File: config.mk
export PLATFORM = sky130hd
export DESIGN_NAME = ipb_bank
export DESIGN_NICKNAME = d
export VERILOG_FILES = /design/src/ipb_pkg.sv /design/src/ipb_bank.sv
export SDC_FILE = /design/constraint.sdc
export NUM_CORES = 1
export LEC_CHECK = 0
export BUFFER_PORTS_ARGS = -buffer_cell sky130_fd_sc_hd__buf_2
export CORE_UTILIZATION = 50
export CTS_CLUSTER_SIZE = 12
export DETAILED_ROUTE_END_ITERATION = 12
export PLACE_DENSITY = 0.73
export SKIP_CTS_REPAIR_TIMING = 1
export SLEW_MARGIN = 10
export SYNTH_ARGS = -nofsm -noshare
export SYNTH_HDL_FRONTEND = slang
export SYNTH_SLANG_ARGS = --single-unit
File: constraint.sdc
create_clock -name aclk -period 6.4 [get_ports aclk]
set_clock_uncertainty 0.15 [all_clocks]
set_input_delay 0.32 -clock aclk [delete_from_list [all_inputs] [get_ports aclk]]
set_output_delay 0.32 -clock aclk [all_outputs]
set_load 0.1 [all_outputs]
File: src/ipb_pkg.sv
package ipb_pkg;
   localparam int PC_NREG = 7;
   localparam int PC_NSRC = 24;
   localparam int PC_AW = 8;
   localparam int PC_FW = 3;
   // Register byte offsets; index k holds priority_ctrl_(k+2)
   localparam logic [PC_AW-1:0] PC_OFF_CTRL_2 = 8'h00;
   localparam logic [PC_AW-1:0] PC_OFF_CTRL_3 = 8'h04;
   localparam logic [PC_AW-1:0] PC_OFF_CTRL_4 = 8'h08;
   localparam logic [PC_AW-1:0] PC_OFF_CTRL_5 = 8'h0c;
   localparam logic [PC_AW-1:0] PC_OFF_CTRL_6 = 8'h10;
   localparam logic [PC_AW-1:0] PC_OFF_CTRL_7 = 8'h14;
   localparam logic [PC_AW-1:0] PC_OFF_CTRL_8 = 8'h18;
   localparam logic [PC_AW-1:0] PC_OFF_LAST = PC_OFF_CTRL_8;
   // Implemented bits per register, index 0 = priority_ctrl_2
   localparam logic [PC_NREG-1:0][15:0] PC_IMPL_MASK = {
      16'h7777,
      16'h7777,
      16'h7777,
      16'h0007,
      16'h7777,
      16'h0777,
      16'h7777
   };
   localparam logic [15:0] PC_FIELD_RST = 16'h4444;
   localparam logic [1:0] PC_RESP_OKAY = 2'h0;
   localparam logic [1:0] PC_RESP_SLVERR = 2'h2;
   // Source index to register index and field shift
   localparam logic [2:0] PC_SRC_REG [PC_NSRC] = '{
      3'h0, 3'h0, 3'h0, 3'h0, 3'h1, 3'h1, 3'h1, 3'h2,
      3'h2, 3'h2, 3'h2, 3'h3, 3'h4, 3'h4, 3'h4, 3'h4,
      3'h5, 3'h5, 3'h5, 3'h5, 3'h6, 3'h6, 3'h6, 3'h6};
   localparam logic [3:0] PC_SRC_SHIFT [PC_NSRC] = '{
      4'h0, 4'h4, 4'h8, 4'hc, 4'h0, 4'h4, 4'h8, 4'h0,
      4'h4, 4'h8, 4'hc, 4'h0, 4'h0, 4'h4, 4'h8, 4'hc,
      4'h0, 4'h4, 4'h8, 4'hc, 4'h0, 4'h4, 4'h8, 4'hc};

   typedef logic [PC_FW-1:0] ipb_level_t;

   // Declared from source 23 down to source 0
   typedef struct packed {
      ipb_level_t crypto_rollover_priority;
      ipb_level_t crypto_buffer_free_priority;
      ipb_level_t spi2_tx_priority;
      ipb_level_t spi2_general_priority;
      ipb_level_t uart2_tx_priority;
      ipb_level_t uart2_rx_priority;
      ipb_level_t ext_irq2_priority;
      ipb_level_t timer5_priority;
      ipb_level_t timer4_priority;
      ipb_level_t out_compare4_priority;
      ipb_level_t out_compare3_priority;
      ipb_level_t dma_ch2_priority;
      ipb_level_t ext_irq1_priority;
      ipb_level_t change_notify_priority;
      ipb_level_t comparator_priority;
      ipb_level_t i2c1_master_priority;
      ipb_level_t i2c1_slave_priority;
      ipb_level_t dma_ch1_priority;
      ipb_level_t adc_priority;
      ipb_level_t uart1_tx_priority;
      ipb_level_t uart1_rx_priority;
      ipb_level_t spi1_tx_priority;
      ipb_level_t spi1_general_priority;
      ipb_level_t timer3_priority;
   } ipb_levels_t;

   typedef struct packed {
      logic [PC_NREG-1:0][15:0] prio;
      logic aw_held;
      logic [PC_AW-1:0] aw_addr;
      logic w_held;
      logic [15:0] w_data;
      logic [1:0] w_strb;
      logic awready;
      logic wready;
      logic bvalid;
      logic [1:0] bresp;
      logic arready;
      logic rvalid;
      logic [15:0] rdata;
      logic [1:0] rresp;
      logic [PC_NSRC-1:0] pend;
   } ipb_state_t;
endpackage : ipb_pkg

File: src/ipb_bank.sv
`timescale 1ns/1ps
module ipb_bank
   import ipb_pkg::*;
(
   input wire logic aclk,
   input wire logic aresetn,
   input wire logic [PC_AW-1:0] s_axi_awaddr,
   input wire logic [2:0] s_axi_awprot,
   input wire logic s_axi_awvalid,
   output logic s_axi_awready,
   input wire logic [31:0] s_axi_wdata,
   input wire logic [3:0] s_axi_wstrb,
   input wire logic s_axi_wvalid,
   output logic s_axi_wready,
   output logic [1:0] s_axi_bresp,
   output logic s_axi_bvalid,
   input wire logic s_axi_bready,
   input wire logic [PC_AW-1:0] s_axi_araddr,
   input wire logic [2:0] s_axi_arprot,
   input wire logic s_axi_arvalid,
   output logic s_axi_arready,
   output logic [31:0] s_axi_rdata,
   output logic [1:0] s_axi_rresp,
   output logic s_axi_rvalid,
   input wire logic s_axi_rready,
   input wire logic [PC_NSRC-1:0] src_req,
   output ipb_levels_t src_levels,
   output logic [PC_NSRC-1:0] src_pending
);
   ipb_state_t st_reg;
   ipb_state_t st_next;
   logic [PC_NSRC-1:0][PC_FW-1:0] lvl;

   // Field value is the level itself: 111 is 7, 001 is 1
   genvar gi;
   generate
      for (gi = 0; gi < PC_NSRC; gi++) begin : g_src
         assign lvl[gi] = st_reg.prio[PC_SRC_REG[gi]][PC_SRC_SHIFT[gi] +: PC_FW];
      end
   endgenerate

   function automatic logic in_map(input logic [PC_AW-1:0] a);
      in_map = (a[1:0] == 2'h0) && (a <= PC_OFF_LAST);
   endfunction : in_map

   always_comb begin
      logic [2:0] widx;
      logic [2:0] ridx;
      logic [15:0] wmask;
      widx = st_reg.aw_addr[4:2];
      ridx = s_axi_araddr[4:2];
      wmask = {{8{st_reg.w_strb[1]}}, {8{st_reg.w_strb[0]}}};
      st_next = st_reg;
      if (s_axi_awvalid && st_reg.awready) begin
         st_next.aw_held = 1'b1;
         st_next.aw_addr = s_axi_awaddr;
      end
      if (s_axi_wvalid && st_reg.wready) begin
         st_next.w_held = 1'b1;
         st_next.w_data = s_axi_wdata[15:0];
         st_next.w_strb = s_axi_wstrb[1:0];
      end
      if (s_axi_bvalid && s_axi_bready) begin
         st_next.bvalid = 1'b0;
      end
      // Commit one cycle after both halves are held
      if (st_reg.aw_held && st_reg.w_held && !st_reg.bvalid) begin
         st_next.aw_held = 1'b0;
         st_next.w_held = 1'b0;
         st_next.bvalid = 1'b1;
         st_next.bresp = PC_RESP_SLVERR;
         if (in_map(st_reg.aw_addr)) begin
            st_next.bresp = PC_RESP_OKAY;
            // Unimplemented bits never store state
            st_next.prio[widx] = ((st_reg.prio[widx] & ~wmask) | (st_reg.w_data & wmask))
               & PC_IMPL_MASK[widx];
         end
      end
      if (s_axi_rvalid && s_axi_rready) begin
         st_next.rvalid = 1'b0;
      end
      if (s_axi_arvalid && st_reg.arready) begin
         st_next.rvalid = 1'b1;
         st_next.rdata = 16'h0000;
         st_next.rresp = PC_RESP_SLVERR;
         if (in_map(s_axi_araddr)) begin
            st_next.rdata = st_reg.prio[ridx] & PC_IMPL_MASK[ridx];
            st_next.rresp = PC_RESP_OKAY;
         end
      end
      // Ready drops while a response waits, so at most one write is open
      st_next.awready = !st_next.aw_held && !st_next.bvalid;
      st_next.wready = !st_next.w_held && !st_next.bvalid;
      st_next.arready = !st_next.rvalid;
      for (int i = 0; i < PC_NSRC; i++) begin
         st_next.pend[i] = src_req[i] && (lvl[i] != 3'h0);
      end
   end

   always_ff @(posedge aclk) begin
      if (!aresetn) begin
         st_reg <= '0;
         for (int k = 0; k < PC_NREG; k++) begin
            st_reg.prio[k] <= PC_FIELD_RST & PC_IMPL_MASK[k];
         end
      end else begin
         st_reg <= st_next;
      end
   end

   assign s_axi_awready = st_reg.awready;
   assign s_axi_wready = st_reg.wready;
   assign s_axi_bvalid = st_reg.bvalid;
   assign s_axi_bresp = st_reg.bresp;
   assign s_axi_arready = st_reg.arready;
   assign s_axi_rvalid = st_reg.rvalid;
   assign s_axi_rresp = st_reg.rresp;
   assign s_axi_rdata = {16'h0000, st_reg.rdata};
   assign src_levels = ipb_levels_t'(lvl);
   assign src_pending = st_reg.pend;
endmodule : ipb_bank

# After elaboration in Yosys (flattened, before gate mapping)
# Memories as Yosys holds them, arrays and structs flattened. A register that Yosys moved wholly into a read port is not among the register bits.
# Index checks and enable logic that the tools add are counted.
# classes
order_cmp,5
div,0
bitwise,6
muxes,21
eq_ne,0
shifts,0
n_mul,0
n_addsub,0
n_reduce_logical,68
# ops
op,n
$bwmux W112,1
$bmux W16 S3,2
$mux W16,5
$reduce_bool A3 Y1,24
$and A16 B16 Y16,4
$demux W16 S3,1
$mux W19,2
$logic_and A1 B1 Y1,36
$mux W18,1
$le A8 B5 Y1 const B,2
$not A16 Y16,1
$or A16 B16 Y16,1
$mux W3,3
$mux W9,1
$lt A3 B4 Y1 const B,2
$logic_not A1 Y1,5
$logic_not A2 Y1,2
$mux W1,4
$ge A3 B1 Y1 const B,1
$mux W2,1
$reduce_and A2 Y1,1
# totals
reg_bits,189
input_bits,89
mem_count,2
latchBits,0
ramBits,0
elab_cells,123
rom_bits,256
# mem_list
name,depth,word_bits,rd,rd_clocked_by_memory_dff,write_ports,line_no,text
(no name shown),8,16,1,0,0,ipb_bank.sv:87,st_next.rdata = st_reg.prio[ridx] & PC_IMPL_MASK[ridx];
(no name shown),8,16,1,1,0,ipb_bank.sv:76,& PC_IMPL_MASK[widx];

# Longest topological paths before layout
# Gate-level depths: netlist of the first run.
# logic_depth
depth_word,6
mapped_depth,7
depth_no_buf,4

# Worst setup path after synthesis of the first run
# No wires, ideal clock.
# synth_path
path_type,register to register
start,register st_reg (netlist bit s_axi_bvalid)
end,register st_reg (netlist bit src_levels[69])
slack_ns,4.016
arrival_ns,2.098
setup_time_ns,0.136
stages_incl_launch_ff,7
period_less_slack_ns,2.384
t_required_ns,6.114
path_cell_list,dfxtp_1 > nand3b_1 > or4_1 > buf_6 > buf_6 > nand3_1 > o31ai_2
# synth_between
elab_chain_len,3
# synth_lines
element,line_no,text
from (decl),ipb_bank.sv:30,ipb_state_t st_reg;
from (signal assigned),ipb_bank.sv:107,st_reg <= st_next;
$logic_not A1 Y1,ipb_bank.sv:67,if (st_reg.aw_held && st_reg.w_held && !st_reg.bvalid) begin
$logic_and A1 B1 Y1,ipb_bank.sv:67,
$reduce_and A2 Y1 (no line),-,
# Every way passes these cells.
# A chain may end at the register's enable or synchronous reset.

# Final worst setup path of the first run
# layout_path
start,register st_reg[72] in the netlist's numbering
end,register st_reg (netlist bit src_levels[26])
# layout_between
elab_chain_len,6
elab_cells_between_ends,14
# layout_lines
element,line_no,text
$bmux W16 S3,ipb_bank.sv:75,st_next.prio[widx] = ((st_reg.prio[widx] & ~wmask) | (st_reg.w_data & wmask))
$mux W16 (not written as such),ipb_bank.sv:75,
$and A16 B16 Y16,ipb_bank.sv:75,
$or A16 B16 Y16,ipb_bank.sv:75,
$and A16 B16 Y16,ipb_bank.sv:76,
$bwmux W112,ipb_bank.sv:75,
# Several ways; a longest one is shown, not always the timed one. The select of a mux whose other input is x is not followed.

==> flow_summary.toml, run 1 <==
[setup_path]
arrival_ps = 3450
worst_setup_path_end_kind = "flip-flop"
cp_max_fo = 29
crit_type = "reg2reg"
cp-start-kind = "flip-flop"
r2r_slack_ps = 3090
cp.required_ps = 6540

[routing]
route.detailed.drc = 0
routed_via_density = 5.90
post_drt_wl_per_cell_um = 19.1
antenna_left = 0
routed_wl_um = 22100
vias = 6841
dr.pass1.iters = 8
first_iter_violations = 591

[place]
hpwlAfterDp_um = 15000
dpl_worst_slack_ps = 3200
portBuffers = 175
gp_congestion = 0.836

[power]
switchingPower_uw = 656
power_frac_comb_pct = 13.5
clock_power_share_pct = 45.5
sw_frac_of_total_pct = 27.3
ir_drop_v = 0.000225
power.density_nw_per_um2 = 268
pwr-share-seq_pct = 41.0
finalPower_uw = 2400
internal_power_uw = 1740
power_leakage_uw = 0.00357

[clock_network]
insertion_delay_ps = 430
cts_sinks = 153
clockBufferDepth = 2
root_buffer = "clkbuf_16"
numCtsBuffers = 17
cts.reportedPaths.clkPinSlew_ps = 60
htreeDepth = 4
cts_tree = "built"

[logic_synthesis]
synth_edf_count = 0
synth.top_cell.area_share_pct = 38.5
yosysWarnings = 0
synth_area_leaders = "dfxtp_1, buf_4, mux2i_1"
synth_ff_type = "dfxtp_1"
syn_avg_cell_area_um2 = 9.15
synth_seq_cells = 153
async_flop_share_pct = 0
synth_top_area_cell = "dfxtp_1"
netlist_area_um2 = 7950
syn_inst = 869
ys_seq_area_share_pct = 38.5
ys_types = 52

[die]
die_height_um = 128
die_w_um = 128
coreArea_um2 = 15400
io_pins = 226
die-area_um2 = 16400
fp-row-count = 45
start_util_pct = 51.7

[sta]
tightestPinTransition_ps = 1110
setup_viol = 0
layout_min_cycle_time_ps = 3310
timing.setup.tns_ps = 0
max_slew_margin_pct = 25.9
whs_ps = -14.7
fmax_ghz = 0.302
rsz0062_at_grt = "no"
finalHoldViolations = 6
finalMaxSlewViolations = 0
setup_ws_ps = 3090
finalCritPeriodShare_pct = 51.7

[final_layout]
layout.nets = 1026
largest_reg_flops = 72
nFillCells = 1352
drive_gt1_share_pct = 27.4
seq_area_um2 = 3060
diodes = 0
multi_input_area_um2 = 3680
area_delta_synth_final_pct = 12.7

[global_routing]
grt_max_degree = 80
grt_usage_pct = 26.4
antenna_found_initial = 0
first_global_vias = 5816
gr-total-overflow = 0
grt_pass1_wl_um = 33000

[job]
maxCapViolCount = 0

[status]
outcome = "finished, violations left"
violations = "negative hold slack"

[min_path]
hold_path_class = "in2reg"
worst max-delay path: stages (launching register included):
cell and delay (ps):
dfxtp_1 320, buf_4 260, nor3b_1 780, nand4_1 1010, o311ai_0 630
Yosys cell counts, drive strengths merged, types with 9 or more instances:
cell and n:
buf 161, dfxtp 153, nand2 96, nand3 59, a21oi 50, o21ai 49, mux2i 42, o31ai 35
clkbuf 26, mux2 24, o311a 24, o2bb2ai 16, mux4 12, inv 11, a22oi 10, and2 9
routing by layer:
layer	share of wire [%]	vias to the layer above	track usage [%]
met2	46	376	40.3
met4	2.2	0	9.13
met3	9.0	37	6.14
met5	0	-	0
li1	-	3176	-
met1	43	3252	36.4
stage by stage:
step	utilization [%]	hold slack, ps	cells	cell area (µm²)
3_5_place_dp	51.9	288	1095	7980
5_1_grt	58.3	4.53	1160	8960
4_1_cts	56.1	-40.8	1126	8620
6_report	58.3	-14.7	1160	8960
3_3_place_gp	51.9	280	1095	7980
2_1_floorplan	-	276	890	8030
power by group through the flow:
stage                     registers, µW  logic (µW)  clock network [µW]
after global routing                986         339                1150
after CTS                           984         304                1100
after detailed placement           1010         303                   0
after global placement             1000         301                   0
after floorplan                    1020         254                   0
final                               984         323                1090
cells in the final DEF, fill, tap and decap left out, types with 3 or more instances in the layout:
master         synthesis  layout
buf_4                133       7
nand2b_1               5       5
a221o_1                3       3
a22o_1                 3       3
mux2_2                22      22
o221ai_1               6       6
nor2_1                 8       8
conb_1                 1      22
mux4_2                12      12
and3b_1                3       3
nor3b_1                4       4
inv_1                 11      11
o2bb2ai_1             16      16
buf_2                 15     174
a22oi_1               10      10
clkinv_2               0       3
nor3_1                 5       5
o311a_1               24      24
o22ai_1                3       3
mux2i_1               42      42
dfxtp_1              153     153
nor2b_1                5       5
o41ai_1                4       4
nand4_1                7       7
and2_1                 9       9
a21oi_1               50      50
nand2_1               96      96
o311ai_0               7       7
o31ai_2                4       4
o21bai_1               3       3
o21ai_1                3       3
nand3b_1               4       4
o31ai_1               31      31
clkbuf_16              0      17
nand3_1               59      59
o21ai_0               44      44
dlygate4sd3_1          0      34
bufinv_16              0       5
area by class of cell:
class | instances | share of cell area [%]
multi-input combinational | 538 | 41.1
sequential | 153 | 34.2
timing repair buffer | 215 | 14.1
clock buffer | 19 | 4.94
tap | 211 | 2.95
clock inverter | 12 | 2.21
inverter | 12 | 0.503
path summary, 6_finish.rpt:
check | to | start | cells past startpoint
setup / recovery | src_levels[26] | st_reg[72] | 4
hold / removal | st_reg[59] | s_axi_wdata[8] | 3
setup reg to reg | src_levels[26] | st_reg[72] | 4
hold reg to reg | s_axi_rdata[14] | s_axi_rdata[14] | 2
cell families after synthesis:
logic type	synth area share [%]
AND/OR/NAND/NOR	13.5
other	0.0472
multiplexers	12.2
AO/OA/AOI/OAI	19.6
flip-flops	38.5
buffers and inverters	16.1
No activity file was read; power rests on OpenSTA's default activity.
==> run 2, diff against run 1 <==
--- a/config.mk
+++ b/config.mk
@@ -6,7 +6,7 @@
 export NUM_CORES = 1
 export LEC_CHECK = 0
 export BUFFER_PORTS_ARGS = -buffer_cell sky130_fd_sc_hd__buf_2
-export CORE_UTILIZATION = 50
+export CORE_UTILIZATION = 48
 export CTS_CLUSTER_SIZE = 12
 export DETAILED_ROUTE_END_ITERATION = 12
 export PLACE_DENSITY = 0.73
==> constraint.sdc (replaced) <==
create_clock -name aclk -period 2.7 [get_ports aclk]
set_clock_uncertainty 0.15 [all_clocks]
set_input_delay 0.135 -clock aclk [delete_from_list [all_inputs] [get_ports aclk]]
set_output_delay 0.135 -clock aclk [all_outputs]
set_load 0.1 [all_outputs]
==> flow_summary.toml, run 2 (synthesized netlist as in run 1, its figures left out) <==
[global_routing]
antenna_found_initial = 0
grt_usage_pct = 25.9
grt_max_degree = 49
gr-total-overflow = 0
first_global_vias = 5852
grt_pass1_wl_um = 32900

[routing]
routed_wl_um = 22900
post_drt_wl_per_cell_um = 18.8
route.detailed.drc = 0
antenna_left = 0
vias = 6931
dr.pass1.iters = 6
routed_via_density = 5.71
first_iter_violations = 566

[clock_network]
cts.reportedPaths.clkPinSlew_ps = 60
numCtsBuffers = 17
insertion_delay_ps = 440
cts_sinks = 153
cts_tree = "built"
clockBufferDepth = 2
htreeDepth = 4
root_buffer = "clkbuf_16"

[setup_path]
cp.required_ps = 2930
worst_setup_path_end_kind = "flip-flop"
reg2reg_depth = 6
cp_max_fo = 26
cp-start-kind = "input port"
arrival_ps = 2640
r2r-end = "src_levels[50]"
r2r_slack_ps = 350
worstReg2RegStart = "st_reg[71]"
crit_type = "in2reg"

[status]
outcome = "finished clean"

[sta]
layout_min_cycle_time_ps = 2410
fmax_ghz = 0.415
finalHoldViolations = 0
timing.setup.tns_ps = 0
finalMaxSlewViolations = 0
rsz0062_at_grt = "no"
tightestPinTransition_ps = 742
finalCritPeriodShare_pct = 89.2
max_slew_margin_pct = 50.5
setup_viol = 0
whs_ps = 22.7

[die]
start_util_pct = 49.7
die-area_um2 = 17100
die_height_um = 131
io_pins = 226
coreArea_um2 = 16000
fp-row-count = 46
die_w_um = 131

[job]
maxCapViolCount = 0

[min_path]
hold_path_class = "in2reg"
hold_end = "s_axi_rdata[13]"
hold_start = "s_axi_araddr[7]"
hold_depth = 5

[power]
ir_drop_v = 0.000487
power_leakage_uw = 0.00377
power.density_nw_per_um2 = 581

[final_layout]
layout_commonest_cell = "buf_2"
largest_reg_flops = 72
layout.nets = 1074
area_delta_synth_final_pct = 17.1
diodes = 0
final_cell_mix = "buf_2, dfxtp_1, nand2_1"
drive_gt1_share_pct = 28.2

[place]
portBuffers = 175
gp_congestion = 0.879
hpwlAfterDp_um = 15700
## run 2: cell type report
type,instances,area [µm²]
Fill cell,1396,6690
Tap cell,216,270
Multi-Input combinational cell,538,3680
Timing Repair Buffer,263,1700
Clock buffer,23,478
Sequential cell,153,3060
Clock inverter,8,71.3
Inverter,12,45.0
## run 2: where the power goes
| part | internal [µW] | switching (µW) |
|---|---|---|
| clock | 1330 | 929 |
| combinational | 217 | 593 |
| sequential | 2300 | 35.1 |
## run 2: worst max-delay path by stage
stage	startpoint	end	slack [ps]
after floorplan	s_axi_bvalid	src_levels[69]	320
after global placement	st_reg[71]	src_levels[50]	480
after detailed placement	st_reg[71]	st_reg[131]	410
after CTS	st_reg[71]	st_reg[131]	380
after global routing	aresetn	s_axi_rresp[1]	210
final	aresetn	s_axi_rresp[1]	290
## run 2: routing by layer
| layer | wire length (µm) | global-route usage [%] |
|---|---|---|
| met3 | 2030 | 6.88 |
| met4 | 415 | 8.79 |
| met5 | 0 | 0 |
| met1 | 9990 | 35.8 |
| met2 | 10400 | 38.9 |
## run 2: metrics by stage
stage / setup WS, ps / util, % / cells / power [µW] / area (µm²)
floorplan: 316 / - / 890 / 3010 / 8030
CTS: 376 / 54.5 / 1154 / 5340 / 8720
global route: 208 / 58.2 / 1213 / 5560 / 9310
finish: 293 / 58.2 / 1213 / 5410 / 9310
detailed placement: 408 / 51.1 / 1123 / 3120 / 8170
global placement: 478 / 51.1 / 1123 / 3120 / 8170
## run 2: worst max-delay path: stages
cell and delay [ps]:
dlygate4sd3_1 530, buf_4 290, clkinv_1 520, buf_4 400, a211oi_1 170, dlygate4sd3_1 570
